<file path="src/shared/pin_mux_pkg.sv">
// Types and constants shared by the tributary input pin mux
package pin_mux_pkg;

  localparam int unsigned WB_AW = 12;
  localparam int unsigned WB_DW = 32;

  // Register indices; byte address is four times the index
  localparam logic [9:0] IDX_CTRL_CH2 = 10'h139;
  localparam logic [9:0] IDX_CTRL_CH1 = 10'h13A;
  localparam logic [9:0] IDX_MODE = 10'h140;
  localparam logic [9:0] IDX_STATUS = 10'h141;
  localparam logic [9:0] IDX_MASK = 10'h142;
  localparam logic [9:0] IDX_ERRCNT_CH1 = 10'h143;
  localparam logic [9:0] IDX_ERRCNT_CH2 = 10'h144;

  // Interface control fields
  localparam int unsigned CTRL_ODD_BIT = 0;
  localparam int unsigned CTRL_WIDE_BIT = 1;

  // Mode register fields
  localparam int unsigned MODE_EN_CH1_BIT = 0;
  localparam int unsigned MODE_EN_CH2_BIT = 1;
  localparam int unsigned MODE_FALL_CH1_BIT = 2;
  localparam int unsigned MODE_FALL_CH2_BIT = 3;

  // Status and mask fields
  localparam int unsigned ST_PERR_CH1_BIT = 0;
  localparam int unsigned ST_PERR_CH2_BIT = 1;

  // Values after reset and the error count ceiling
  localparam logic [7:0] CTRL_RESET = 8'h00;
  localparam logic [3:0] MODE_RESET = 4'h0;
  localparam logic [1:0] IRQ_RESET = 2'h0;
  localparam logic [7:0] ERRCNT_RESET = 8'h00;
  localparam logic [7:0] ERRCNT_MAX = 8'hFF;
  localparam logic [WB_DW-1:0] RD_ZERO = 32'h0000_0000;

  typedef struct packed {
    logic [7:0] data;
    logic payload;
    logic marker;
    logic parity;
  } tbus_t;

  typedef struct packed {
    logic odd;
    logic wide;
    logic bus_en;
    logic fall;
  } chan_cfg_t;

  typedef struct packed {
    logic bit_val;
    logic strobe;
    logic perr;
  } chan_out_t;

endpackage
</file>
<file path="src/core/chan_pin.sv">
// One channel: parity check or line data sampling on the shared pin
`timescale 1ns/1ps
module chan_pin
  import pin_mux_pkg::*;
(
  input wire logic clk,
  input wire logic rst,
  input wire logic ce,
  input wire chan_cfg_t cfg,
  input wire tbus_t bus,
  input wire logic lclk,
  output chan_out_t out
);

  typedef struct packed {
    tbus_t bus_s1;
    tbus_t bus_s2;
    tbus_t bus_d;
    logic clk_s1;
    logic clk_s2;
    logic clk_d;
    chan_out_t out;
  } chan_st_t;

  chan_st_t st_r;
  chan_st_t st_nxt;
  logic rise;
  logic fall;
  logic take;
  logic stable;
  logic expect_par;

  ////////////////////////////////////////////////////////////////////////////
  always_comb
  begin
    st_nxt = st_r;
    // Pins pass two flops before any logic looks at them
    st_nxt.bus_s1 = bus;
    st_nxt.bus_s2 = st_r.bus_s1;
    st_nxt.bus_d = st_r.bus_s2;
    st_nxt.clk_s1 = lclk;
    st_nxt.clk_s2 = st_r.clk_s1;
    st_nxt.clk_d = st_r.clk_s2;
    rise = st_r.clk_s2 & ~st_r.clk_d;
    fall = ~st_r.clk_s2 & st_r.clk_d;
    take = cfg.fall ? fall : rise;
    // Bus has no byte strobe here: check only once it held still a cycle
    stable = (st_r.bus_s2 == st_r.bus_d);
    expect_par = ^st_r.bus_s2.data ^ cfg.odd;
    if (cfg.wide)
    begin
      expect_par = expect_par ^ st_r.bus_s2.payload ^ st_r.bus_s2.marker;
    end
    if (cfg.bus_en)
    begin
      // Pin is the bus parity input, line path silent
      st_nxt.out.strobe = 1'b0;
      st_nxt.out.bit_val = 1'b0;
      st_nxt.out.perr = stable & (st_r.bus_s2.parity != expect_par);
    end
    else
    begin
      st_nxt.out.perr = 1'b0;
      st_nxt.out.strobe = take;
      if (take)
      begin
        st_nxt.out.bit_val = st_r.bus_s2.parity;
      end
    end
  end

  always_ff @(posedge clk)
  begin
    if (rst)
    begin
      st_r <= '0;
    end
    else if (ce)
    begin
      st_r <= st_nxt;
    end
  end

  assign out = st_r.out;

  ////////////////////////////////////////////////////////////////////////////
  chk_bus_mute: assert property (
    @(posedge clk) disable iff (rst)
    ce && cfg.bus_en |=> !out.strobe && !out.bit_val)
    else $error("line strobe while bus enabled");

  chk_no_err_off: assert property (
    @(posedge clk) disable iff (rst)
    ce && !cfg.bus_en |=> !out.perr)
    else $error("parity error while bus disabled");

  chk_edge_sample: assert property (
    @(posedge clk) disable iff (rst)
    ce && !cfg.bus_en && (cfg.fall ? fall : rise)
    |=> out.strobe && (out.bit_val == $past(st_r.bus_s2.parity)))
    else $error("selected line edge not sampled");

  chk_parity_flag: assert property (
    @(posedge clk) disable iff (rst)
    ce && cfg.bus_en && !cfg.wide && stable
    && ((^{st_r.bus_s2.data, st_r.bus_s2.parity}) != cfg.odd)
    |=> out.perr)
    else $error("data parity mismatch not flagged");

  chk_wide_flag: assert property (
    @(posedge clk) disable iff (rst)
    ce && cfg.bus_en && cfg.wide && stable
    && ((^st_r.bus_s2) != cfg.odd)
    |=> out.perr)
    else $error("wide parity mismatch not flagged");

endmodule

</file>
<file path="src/core/tributary_input_pin_mux.sv">
// Two-channel dual-function input pin mux with Wishbone registers
`timescale 1ns/1ps
// Function
// - Each channel pin goes to bus parity or line data per bus enable.
// - Bus enabled: pin carries even or odd parity of eight data bits.
// - Optional coverage adds payload flag and frame marker to the parity.
// - Parity sense and coverage set in per-channel control registers.
// - Bus disabled: pin sampled on chosen line clock edge for framer.
module tributary_input_pin_mux
  import pin_mux_pkg::*;
(
  input wire logic clk,
  input wire logic rst,
  input wire logic ce,
  input wire logic wb_cyc_i,
  input wire logic wb_stb_i,
  input wire logic wb_we_i,
  input wire logic [WB_AW-1:0] wb_adr_i,
  input wire logic [3:0] wb_sel_i,
  input wire logic [WB_DW-1:0] wb_dat_i,
  output logic [WB_DW-1:0] wb_dat_o,
  output logic wb_ack_o,
  input wire logic tx_bus_parity_in_ch1,
  input wire logic [7:0] tx_bus_data_ch1,
  input wire logic tx_payload_flag_ch1,
  input wire logic tx_frame_marker_ch1,
  input wire logic rx_line_clock_ch1,
  input wire logic tx_bus_parity_in_ch2,
  input wire logic [7:0] tx_bus_data_ch2,
  input wire logic tx_payload_flag_ch2,
  input wire logic tx_frame_marker_ch2,
  input wire logic rx_line_clock_ch2,
  output logic rx_line_bit_ch1,
  output logic rx_line_strobe_ch1,
  output logic rx_line_bit_ch2,
  output logic rx_line_strobe_ch2,
  output logic irq
);

  typedef struct packed {
    logic ack;
    logic [WB_DW-1:0] rdat;
    logic [7:0] ctrl1;
    logic [7:0] ctrl2;
    logic [3:0] mode;
    logic [1:0] stat;
    logic [1:0] mask;
    logic [7:0] errcnt1;
    logic [7:0] errcnt2;
    logic irq;
  } top_st_t;

  top_st_t st_r;
  top_st_t st_nxt;
  tbus_t bus1;
  tbus_t bus2;
  chan_cfg_t cfg1;
  chan_cfg_t cfg2;
  chan_out_t out1;
  chan_out_t out2;
  logic hit;
  logic wr;
  logic [9:0] idx;
  logic [1:0] ev;
  logic [1:0] clr;
  logic [WB_DW-1:0] rd;

  ////////////////////////////////////////////////////////////////////////////
  // Pin bundles per channel; the shared pin rides in the parity field
  assign bus1 = '{data: tx_bus_data_ch1, payload: tx_payload_flag_ch1,
                  marker: tx_frame_marker_ch1, parity: tx_bus_parity_in_ch1};
  assign bus2 = '{data: tx_bus_data_ch2, payload: tx_payload_flag_ch2,
                  marker: tx_frame_marker_ch2, parity: tx_bus_parity_in_ch2};

  assign cfg1 = '{odd: st_r.ctrl1[CTRL_ODD_BIT],
                  wide: st_r.ctrl1[CTRL_WIDE_BIT],
                  bus_en: st_r.mode[MODE_EN_CH1_BIT],
                  fall: st_r.mode[MODE_FALL_CH1_BIT]};
  assign cfg2 = '{odd: st_r.ctrl2[CTRL_ODD_BIT],
                  wide: st_r.ctrl2[CTRL_WIDE_BIT],
                  bus_en: st_r.mode[MODE_EN_CH2_BIT],
                  fall: st_r.mode[MODE_FALL_CH2_BIT]};

  ////////////////////////////////////////////////////////////////////////////
  chan_pin u_ch1 (
    .clk(clk),
    .rst(rst),
    .ce(ce),
    .cfg(cfg1),
    .bus(bus1),
    .lclk(rx_line_clock_ch1),
    .out(out1)
  );

  chan_pin u_ch2 (
    .clk(clk),
    .rst(rst),
    .ce(ce),
    .cfg(cfg2),
    .bus(bus2),
    .lclk(rx_line_clock_ch2),
    .out(out2)
  );

  ////////////////////////////////////////////////////////////////////////////
  always_comb
  begin
    st_nxt = st_r;
    // One access per request; ack drops the cycle after it rose
    hit = wb_cyc_i & wb_stb_i & ~st_r.ack;
    wr = hit & wb_we_i & wb_sel_i[0];
    idx = wb_adr_i[WB_AW-1:2];
    ev = {out2.perr, out1.perr};
    clr = 2'h0;
    rd = RD_ZERO;
    st_nxt.ack = hit;

    // Read decode; unmapped indices read zero and still ack
    if (idx == IDX_CTRL_CH1)
    begin
      rd = {24'h00_0000, st_r.ctrl1};
    end
    else if (idx == IDX_CTRL_CH2)
    begin
      rd = {24'h00_0000, st_r.ctrl2};
    end
    else if (idx == IDX_MODE)
    begin
      rd = {28'h000_0000, st_r.mode};
    end
    else if (idx == IDX_STATUS)
    begin
      rd = {30'h0000_0000, st_r.stat};
    end
    else if (idx == IDX_MASK)
    begin
      rd = {30'h0000_0000, st_r.mask};
    end
    else if (idx == IDX_ERRCNT_CH1)
    begin
      rd = {24'h00_0000, st_r.errcnt1};
    end
    else if (idx == IDX_ERRCNT_CH2)
    begin
      rd = {24'h00_0000, st_r.errcnt2};
    end
    if (hit)
    begin
      st_nxt.rdat = rd;
    end

    // Write decode; only byte lane 0 carries register bits
    if (wr)
    begin
      if (idx == IDX_CTRL_CH1)
      begin
        st_nxt.ctrl1 = wb_dat_i[7:0];
      end
      else if (idx == IDX_CTRL_CH2)
      begin
        st_nxt.ctrl2 = wb_dat_i[7:0];
      end
      else if (idx == IDX_MODE)
      begin
        st_nxt.mode = wb_dat_i[3:0];
      end
      else if (idx == IDX_STATUS)
      begin
        clr = wb_dat_i[1:0];
      end
      else if (idx == IDX_MASK)
      begin
        st_nxt.mask = wb_dat_i[1:0];
      end
      else if (idx == IDX_ERRCNT_CH1)
      begin
        st_nxt.errcnt1 = ERRCNT_RESET;
      end
      else if (idx == IDX_ERRCNT_CH2)
      begin
        st_nxt.errcnt2 = ERRCNT_RESET;
      end
    end

    // New event wins over a clear in the same cycle
    st_nxt.stat = (st_r.stat & ~clr) | ev;
    // Saturate rather than wrap so a flood stays visible
    if (ev[ST_PERR_CH1_BIT] && (st_nxt.errcnt1 != ERRCNT_MAX))
    begin
      st_nxt.errcnt1 = st_nxt.errcnt1 + 8'h01;
    end
    if (ev[ST_PERR_CH2_BIT] && (st_nxt.errcnt2 != ERRCNT_MAX))
    begin
      st_nxt.errcnt2 = st_nxt.errcnt2 + 8'h01;
    end
    st_nxt.irq = |(st_nxt.stat & st_nxt.mask);
  end

  always_ff @(posedge clk)
  begin
    if (rst)
    begin
      st_r.ack <= 1'b0;
      st_r.rdat <= RD_ZERO;
      st_r.ctrl1 <= CTRL_RESET;
      st_r.ctrl2 <= CTRL_RESET;
      st_r.mode <= MODE_RESET;
      st_r.stat <= IRQ_RESET;
      st_r.mask <= IRQ_RESET;
      st_r.errcnt1 <= ERRCNT_RESET;
      st_r.errcnt2 <= ERRCNT_RESET;
      st_r.irq <= 1'b0;
    end
    else if (ce)
    begin
      st_r <= st_nxt;
    end
  end

  ////////////////////////////////////////////////////////////////////////////
  assign wb_ack_o = st_r.ack;
  assign wb_dat_o = st_r.rdat;
  assign irq = st_r.irq;
  // Same sample feeds framer and overhead processor alike
  assign rx_line_bit_ch1 = out1.bit_val;
  assign rx_line_strobe_ch1 = out1.strobe;
  assign rx_line_bit_ch2 = out2.bit_val;
  assign rx_line_strobe_ch2 = out2.strobe;

  ////////////////////////////////////////////////////////////////////////////
  chk_ack_once: assert property (
    @(posedge clk) disable iff (rst)
    ce && wb_ack_o |=> !wb_ack_o)
    else $error("ack held two cycles");

  chk_ack_answer: assert property (
    @(posedge clk) disable iff (rst)
    ce && wb_cyc_i && wb_stb_i && !wb_ack_o |=> wb_ack_o)
    else $error("request not answered next cycle");

  chk_ctrl_write: assert property (
    @(posedge clk) disable iff (rst)
    ce && wr && (idx == IDX_CTRL_CH1)
    |=> st_r.ctrl1 == $past(wb_dat_i[7:0]) && cfg1.odd == $past(wb_dat_i[0]))
     else $error("control write not applied");

  chk_sticky_set: assert property (
    @(posedge clk) disable iff (rst)
    ce && out1.perr |=> st_r.stat[ST_PERR_CH1_BIT])
    else $error("parity event lost");

  chk_sticky_keep: assert property (
    @(posedge clk) disable iff (rst)
    ce && st_r.stat[ST_PERR_CH2_BIT]
    && !(wr && (idx == IDX_STATUS) && wb_dat_i[ST_PERR_CH2_BIT])
    |=> st_r.stat[ST_PERR_CH2_BIT])
    else $error("sticky flag dropped without clear");

  chk_irq_level: assert property (
    @(posedge clk) disable iff (rst)
    ##1 irq == |(st_r.stat & st_r.mask))
    else $error("irq does not follow masked status");

endmodule

</file>
<file path="config.mk">
export PLATFORM = sky130hd
export DESIGN_NAME = tributary_input_pin_mux
export DESIGN_NICKNAME = d
export VERILOG_FILES = /design/src/shared/pin_mux_pkg.sv /design/src/core/chan_pin.sv /design/src/core/tributary_input_pin_mux.sv
export SDC_FILE = /design/constraint.sdc
export NUM_CORES = 1
export LEC_CHECK = 0
export BUFFER_PORTS_ARGS = -buffer_cell sky130_fd_sc_hd__buf_2
export CORE_ASPECT_RATIO = 1.1
export CORE_MARGIN = 8
export CORE_UTILIZATION = 60
export DETAILED_ROUTE_END_ITERATION = 16
export HOLD_SLACK_MARGIN = 0.12
export PLACE_DENSITY_LB_ADDON = 0.05
export SYNTH_ARGS = -nofsm -noshare
export SYNTH_HDL_FRONTEND = slang
export SYNTH_SLANG_ARGS = --single-unit
</file>
<file path="constraint.sdc">
create_clock -name clk -period 4.5 [get_ports clk]
set_input_delay 0.45 -clock clk [delete_from_list [all_inputs] [get_ports clk]]
set_output_delay 0.45 -clock clk [all_outputs]
set_load 0.02 [all_outputs]
</file>
==> run metrics, run 1 <==
status completed; switching part of the total 25.46%; post-cts sizing count 0; Post-Syn Area per Cell 8.970 um2; arrival time at the worst endpoint 2.87 ns; number of synthesized register bits 128; maximum clock frequency 0.3858 GHz; drt first pass iters 4; DR vias 4953; Crit path required time 4.78 ns; most frequent cells in the layout 128 x dfxtp_1, 109 x nor2_1, 81 x mux2i_1; Port-buffer cells 62; Synth Area in Compound Gates 12.49%; hold slack 0.2773 ns; Setup Viol. Count Final 0; # diodes 0; first-pass GRT wire length 23.93 mm; hold crit path type input pin to register; GRT Residual Overflow 0; Syn. warnings 0; placed wire-length estimate 10.17 mm; I/O Pins 116; vias per cell 5.693; Setup crit start kind input pin; final period utilization 57.60%; share of total power in combinational logic 7.9%; Post-Synth Adder-Cell Area 0.4037%; hold_sp tx_bus_data_ch1[4]; Mapped Area 6198 um2; GPL Wtd Cong 0.9176; Starting Density 60.49%; final WL 14.38 mm; CTS Buf Count 17; register area share after synthesis 41.34%; Worst setup EP type register; Placed Area 6409 um2; deepest clock path buffer count 2; Power Density 377.4 nW/um2; Die H 122.6 um; antenna violations before repair 0; count of nets after finishing 814; Seq pwr share 45.2%; DRC viols 0; CTS tree done; setup bufs post-CTS 0; RSZ-0062 raised after global routing no; max-cap check violation count 0; commonest non-fill, non-tap cell in the layout dfxtp_1; Core Box Area 10250 um2; total track usage 21.30%; post-synthesis mux area share 13.26%; worst reg2reg setup slack 2.05 ns; number of global-route vias before repair 4966; Final Slew Violations 0; count of cell types in the netlist 70; Synth area leaders dfxtp_1 41%, mux2i_1 13%, nor2_1 6.6%; Initial DRC Count 287; Post-synth EDFFs 0; Main synth FF type dfxtp_1; clock group share of total power 46.9%; Pwr Total 2.621 mW; Pleak 2.925 nW; largest family of logic cells by synthesized area simple AND/OR/NAND/NOR gates; synthesized netlist cell count 691; post-synthesis simple-gate area fraction 18.69%; final instance area 6944 um2; post-route core utilization 67.77%; crit path kind input pin to register; Setup crit start wb_adr_i[2]; Clock Latency Late Sink 0.40 ns; die area 13840 um2; cell-internal power 1.954 mW; Tightest Pin Transition 1.131 ns; minimum clock period 2.592 ns; # clock sinks 128; relative slew slack 24.59%; H-tree depth 4; WL/cell 16.53 um; Peak VDD IR 284.3 uV; share of cells above drive strength 1 14.59%; sw power 667.3 uW; post-synth top area cell dfxtp_1; largest net degree at the start of global routing 86; Die Span X 112.9 um; worst flop-to-flop path startpoint wb_ack_o$_SDFFE_PP0P_; Synth Area in XOR/XNOR 7.206%; area share of the largest cell type after synthesis 41.34%; Worst-path clk slew 0.06 ns; share of synthesized registers carrying an async set or reset 0%; area grow syn2layout 12.03%; CTS root buffer clkbuf_16; Rows 39; Final Hold Vio Count 0; cts-stage hold buffer count 0; setup tns final 0 ns; antenna viol nets, final 0; CP Max Fanout 11; clk_skew 0.006000 ns
metal layers:
layer  track usage, %  wire [um]  part of all wire, %  up-vias
li1                 -          -                    -     2470
met1            24.31       6114                   43     2341
met2            37.21       7235                   50      115
met3            4.970        576                  4.0       27
met4            10.17        456                  3.2        0
met5                0          0                    0        -
worst max-delay path, stage by stage:
cell and delay, ns:
buf_2 0.16, nor4b_1 0.41, nand4_1 0.36, nor2_1 0.38, nor2b_1 0.09, ha_1 0.26
a41o_1 0.28, a211oi_1 0.26, xor2_1 0.18, nor2_1 0.05
power by group through the flow:
stage | Combinational [mW] | Sequential [mW] | Clock, mW
after floorplan | 0.170 | 1.20 | 0
after global placement | 0.201 | 1.21 | 0
after detailed placement | 0.206 | 1.21 | 0
after CTS | 0.209 | 1.18 | 1.25
after global routing | 0.230 | 1.19 | 1.30
final | 0.208 | 1.18 | 1.23
per-stage QoR:
| step | cells | setup slack [ns] |
|---|---|---|
| 3_3_place_gp | 838 | 1.574 |
| 2_1_floorplan | 714 | 1.749 |
| 4_1_cts | 870 | 1.938 |
| 3_5_place_dp | 838 | 1.511 |
| 6_report | 870 | 1.908 |
| 5_1_grt | 870 | 1.493 |
cell usage after synthesis (4+ instances only):
| library cell | n |
|---|---|
| and2_1 | 6 |
| nor4_1 | 7 |
| o21ai_1 | 7 |
| nor2_1 | 109 |
| nand2b_1 | 4 |
| o211ai_1 | 4 |
| nand3_1 | 14 |
| xor2_1 | 23 |
| buf_4 | 32 |
| o21ai_0 | 17 |
| clkbuf_1 | 19 |
| buf_1 | 10 |
| a211oi_1 | 7 |
| dfxtp_1 | 128 |
| nand4_1 | 7 |
| mux2i_1 | 81 |
| inv_1 | 7 |
| a21oi_1 | 36 |
| xnor2_1 | 28 |
| nor2b_1 | 5 |
| a221oi_1 | 4 |
| nand2_1 | 54 |
sequential cells by signal, summed over array words and instances (netlist names):
register and count:
wb_dat_o 8, u_ch1.st_nxt 24, u_ch1.out 3, u_ch2.out 3
u_ch1.st_r 12, st_r 32, cfg1 4, cfg2 4
wb_ack_o 1, u_ch2.st_r 12, u_ch2.st_nxt 24, irq 1
cells by family (layout without fill, tap and decap cells):
kind of cell | after synthesis | count (layout)
AO/OA/AOI/OAI | 116 | 116
XOR/XNOR | 51 | 51
adder cells (fa/ha/maj) | 2 | 2
buffers and inverters | 73 | 106
flip-flops | 128 | 128
multiplexers | 82 | 82
other | 1 | 24
AND/OR/NAND/NOR | 238 | 238
area by class of cell:
type,count,area [um2]
multi-input cells,513,3317
clock buffers,18,429.2
fillers,859,3303
inverters,8,30.03
repair buffers,66,345.3
well taps,123,153.9
clock inverters,14,106.4
flip-flops and latches,128,2562
final timing paths:
| kind | endpoint | cells past startpoint |
|---|---|---|
| min | u_ch1.st_nxt[24]$_SDFFE_PP0P_ | 3 |
| min reg2reg | wb_dat_o[4]$_SDFFE_PP0P_ | 2 |
| max reg2reg | st_r[11]$_SDFFE_PP0P_ | 10 |
| max | st_r[6]$_SDFFE_PP0P_ | 10 |
Power figures use the tool's default switching activity.
==> run 2, diff against run 1 <==
- CORE_UTILIZATION: 60 -> 56
- clock period: 4.5 -> 2.4 ns (I/O delays scaled with it)
==> run 2 against run 1 <==
Net effect: hold slack worse by 0.14 ns; combinational power up 110%; flip-flop and latch count unchanged; global-route usage down 0.060 points; critical path depth down 2; die area up 6.2%; count of clock-buffer cells in the layout up 5; critical endpoint is now st_r[4]$_SDFFE_PP0P_.
==> run metrics, run 2 (synthesis gave the netlist of run 1 again) <==
final period utilization 89.78%; Pleak 3.195 nW (+9.2%); total track usage 21.24% (-0.060 points); setup bufs post-CTS 0 (unchanged); drt first pass iters 5 (+1); placed wire-length estimate 10.77 mm (+5.9%); CTS Buf Count 17 (unchanged); commonest non-fill, non-tap cell in the layout dfxtp_1; Final Slew Violations 0 (unchanged); worst flop-to-flop path startpoint wb_ack_o$_SDFFE_PP0P_; arrival time at the worst endpoint 2.45 ns (-0.42 ns); DRC viols 0 (unchanged); relative slew slack 38.42% (+14 points); RSZ-0062 raised after global routing no; crit path kind register to register; I/O Pins 116 (unchanged); Worst-path clk slew 0.06 ns (about the same); number of global-route vias before repair 5027 (+1.2%); Die Span X 116.3 um (+3.0%); Die H 126.3 um (+3.1%); hold crit path type input pin to register; Setup Viol. Count Final 0 (unchanged); Setup crit start kind register; die area 14690 um2 (+6.2%); cts-stage hold buffer count 30 (+30); worst reg2reg setup slack 0.25 ns (-1.80 ns); Port-buffer cells 62 (unchanged); terminus of the critical flop-to-flop path st_r[4]$_SDFFE_PP0P_; status completed; final WL 15.42 mm (+7.2%); Core Box Area 10860 um2 (+6.0%); Clock Latency Late Sink 0.42 ns (+0.02 ns); Final Hold Vio Count 0 (unchanged); maximum clock frequency 0.4641 GHz; share of cells above drive strength 1 17.06% (+2.5 points); deepest clock path buffer count 2 (unchanged); met2 routed WL 7.784 mm (+7.6%); Starting Density 57.07% (-3.4 points); CTS root buffer clkbuf_16; first-pass GRT wire length 24.56 mm (+2.7%); Rows 40 (+2.6%); Worst setup EP type register; GPL Wtd Cong 0.8673 (-5.5%); Power Density 675.6 nW/um2 (+79%); max FFs per register 32 (unchanged); setup tns final 0 ns (unchanged); wl on met1 6.325 mm (+3.5%); # clock sinks 128 (unchanged); CTS tree done; GRT Residual Overflow 0 (unchanged); Crit path required time 2.70 ns (-2.08 ns); max layer used met4; WL/cell 16.23 um (-1.8%); H-tree depth 4 (unchanged); max-cap check violation count 0 (unchanged); Initial DRC Count 325 (+13%); antenna viol nets, final 0 (unchanged); fill cell count 900 (+4.8%); minimum clock period 2.155 ns; # diodes 0 (unchanged); hold slack 0.1381 ns (-0.1392 ns); CP Max Fanout 4 (-7); area grow syn2layout 21.44%; met3 WL 800 um (+39%); Hold EP cfg1[2]$_SDFFE_PP0P_; Tightest Pin Transition 0.9237 ns (-0.2075 ns); clk_skew 0.007286 ns (+0.001286 ns); vias per cell 5.445 (-4.4%); Peak VDD IR 636.5 uV (+120%); Reg2Reg Depth 8 (-2); count of nets after finishing 872 (+7.1%); largest net degree at the start of global routing 58 (-33%); DR vias 5173 (+4.4%); hold_sp wb_dat_i[1]; most frequent cells in the layout 128 x dfxtp_1, 109 x nor2_1, 81 x mux2i_1; worst hold path depth 3 (unchanged); antenna violations before repair 0 (unchanged); Biggest register st_r; post-cts sizing count 0 (unchanged)
## run 2: cell count changes in the layout (fill, tap and decap cells not counted), sizes merged, moves of 2 or more
cell and delta:
inv -5, buf +28, dlygate4sd3 +30, clkinvlp -3, bufinv +2, clkbuf +5
## run 2: worst max-delay path: stages, from the launching register on
cell and delay, ns:
dfxtp_1 0.31, or3_1 0.40, nor2_1 0.23, nor2b_1 0.08, ha_1 0.25, a41o_1 0.28, a211oi_1 0.28, xor2_1 0.18
nor2_1 0.05
## run 2: cell type report
cell class | count | area, um2 | area share [%]
clock buffer | 23 | 457.9 | 6.084
clock inverter | 7 | 87.58 | 1.164
inverter | 8 | 30.03 | 0.3989
multi-input combinational | 513 | 3349 | 44.50
sequential | 128 | 2562 | 34.04
tap | 147 | 183.9 | 2.443
timing repair buffer | 124 | 855.8 | 11.37
## run 2: power by group
part / total, mW / internal, mW / switching [mW] / leakage [nW]
Combinational: 0.446 / 0.197 / 0.249 / 1.89
Clock: 2.42 / 1.53 / 0.884 / 0.267
Sequential: 2.22 / 2.18 / 0.0409 / 1.04
## run 2: worst max path at each step
stage                           from                     to  slack (ns)  depth (start not counted)
5_1_grt                 wb_adr_i[11]   st_r[4]$_SDFFE_PP0P_        0.08                         12
4_1_cts        wb_ack_o$_SDFFE_PP0P_   st_r[4]$_SDFFE_PP0P_        0.26                          8
2_1_floorplan            wb_adr_i[5]  st_r[12]$_SDFFE_PP0P_       -0.07                         11
3_3_place_gp             wb_adr_i[5]  st_r[12]$_SDFFE_PP0P_       -0.12                         11
6_report       wb_ack_o$_SDFFE_PP0P_   st_r[4]$_SDFFE_PP0P_        0.25                          8
3_5_place_dp             wb_adr_i[5]  st_r[12]$_SDFFE_PP0P_       -0.15                         11
## run 2: per-layer routing
metal / up-vias / track usage [%]
li1: 2586 / -
met1: 2420 / 23.09
met2: 132 / 36.86
met3: 35 / 5.268
met4: 0 / 11.38
met5: - / 0
## run 2: stage by stage
| step | utilization [%] | area (um2) | std cells | setup WS, ns | power [mW] |
|---|---|---|---|---|---|
| floorplan | - | 6317 | 714 | -0.06714 | 2.577 |
| global placement | 61.52 | 6681 | 890 | -0.1218 | 2.656 |
| detailed placement | 61.52 | 6681 | 890 | -0.1467 | 2.669 |
| CTS | 69.31 | 7527 | 950 | 0.2620 | 5.114 |
| global route | 69.31 | 7527 | 950 | 0.07882 | 5.247 |
| finish | 69.31 | 7527 | 950 | 0.2453 | 5.086 |
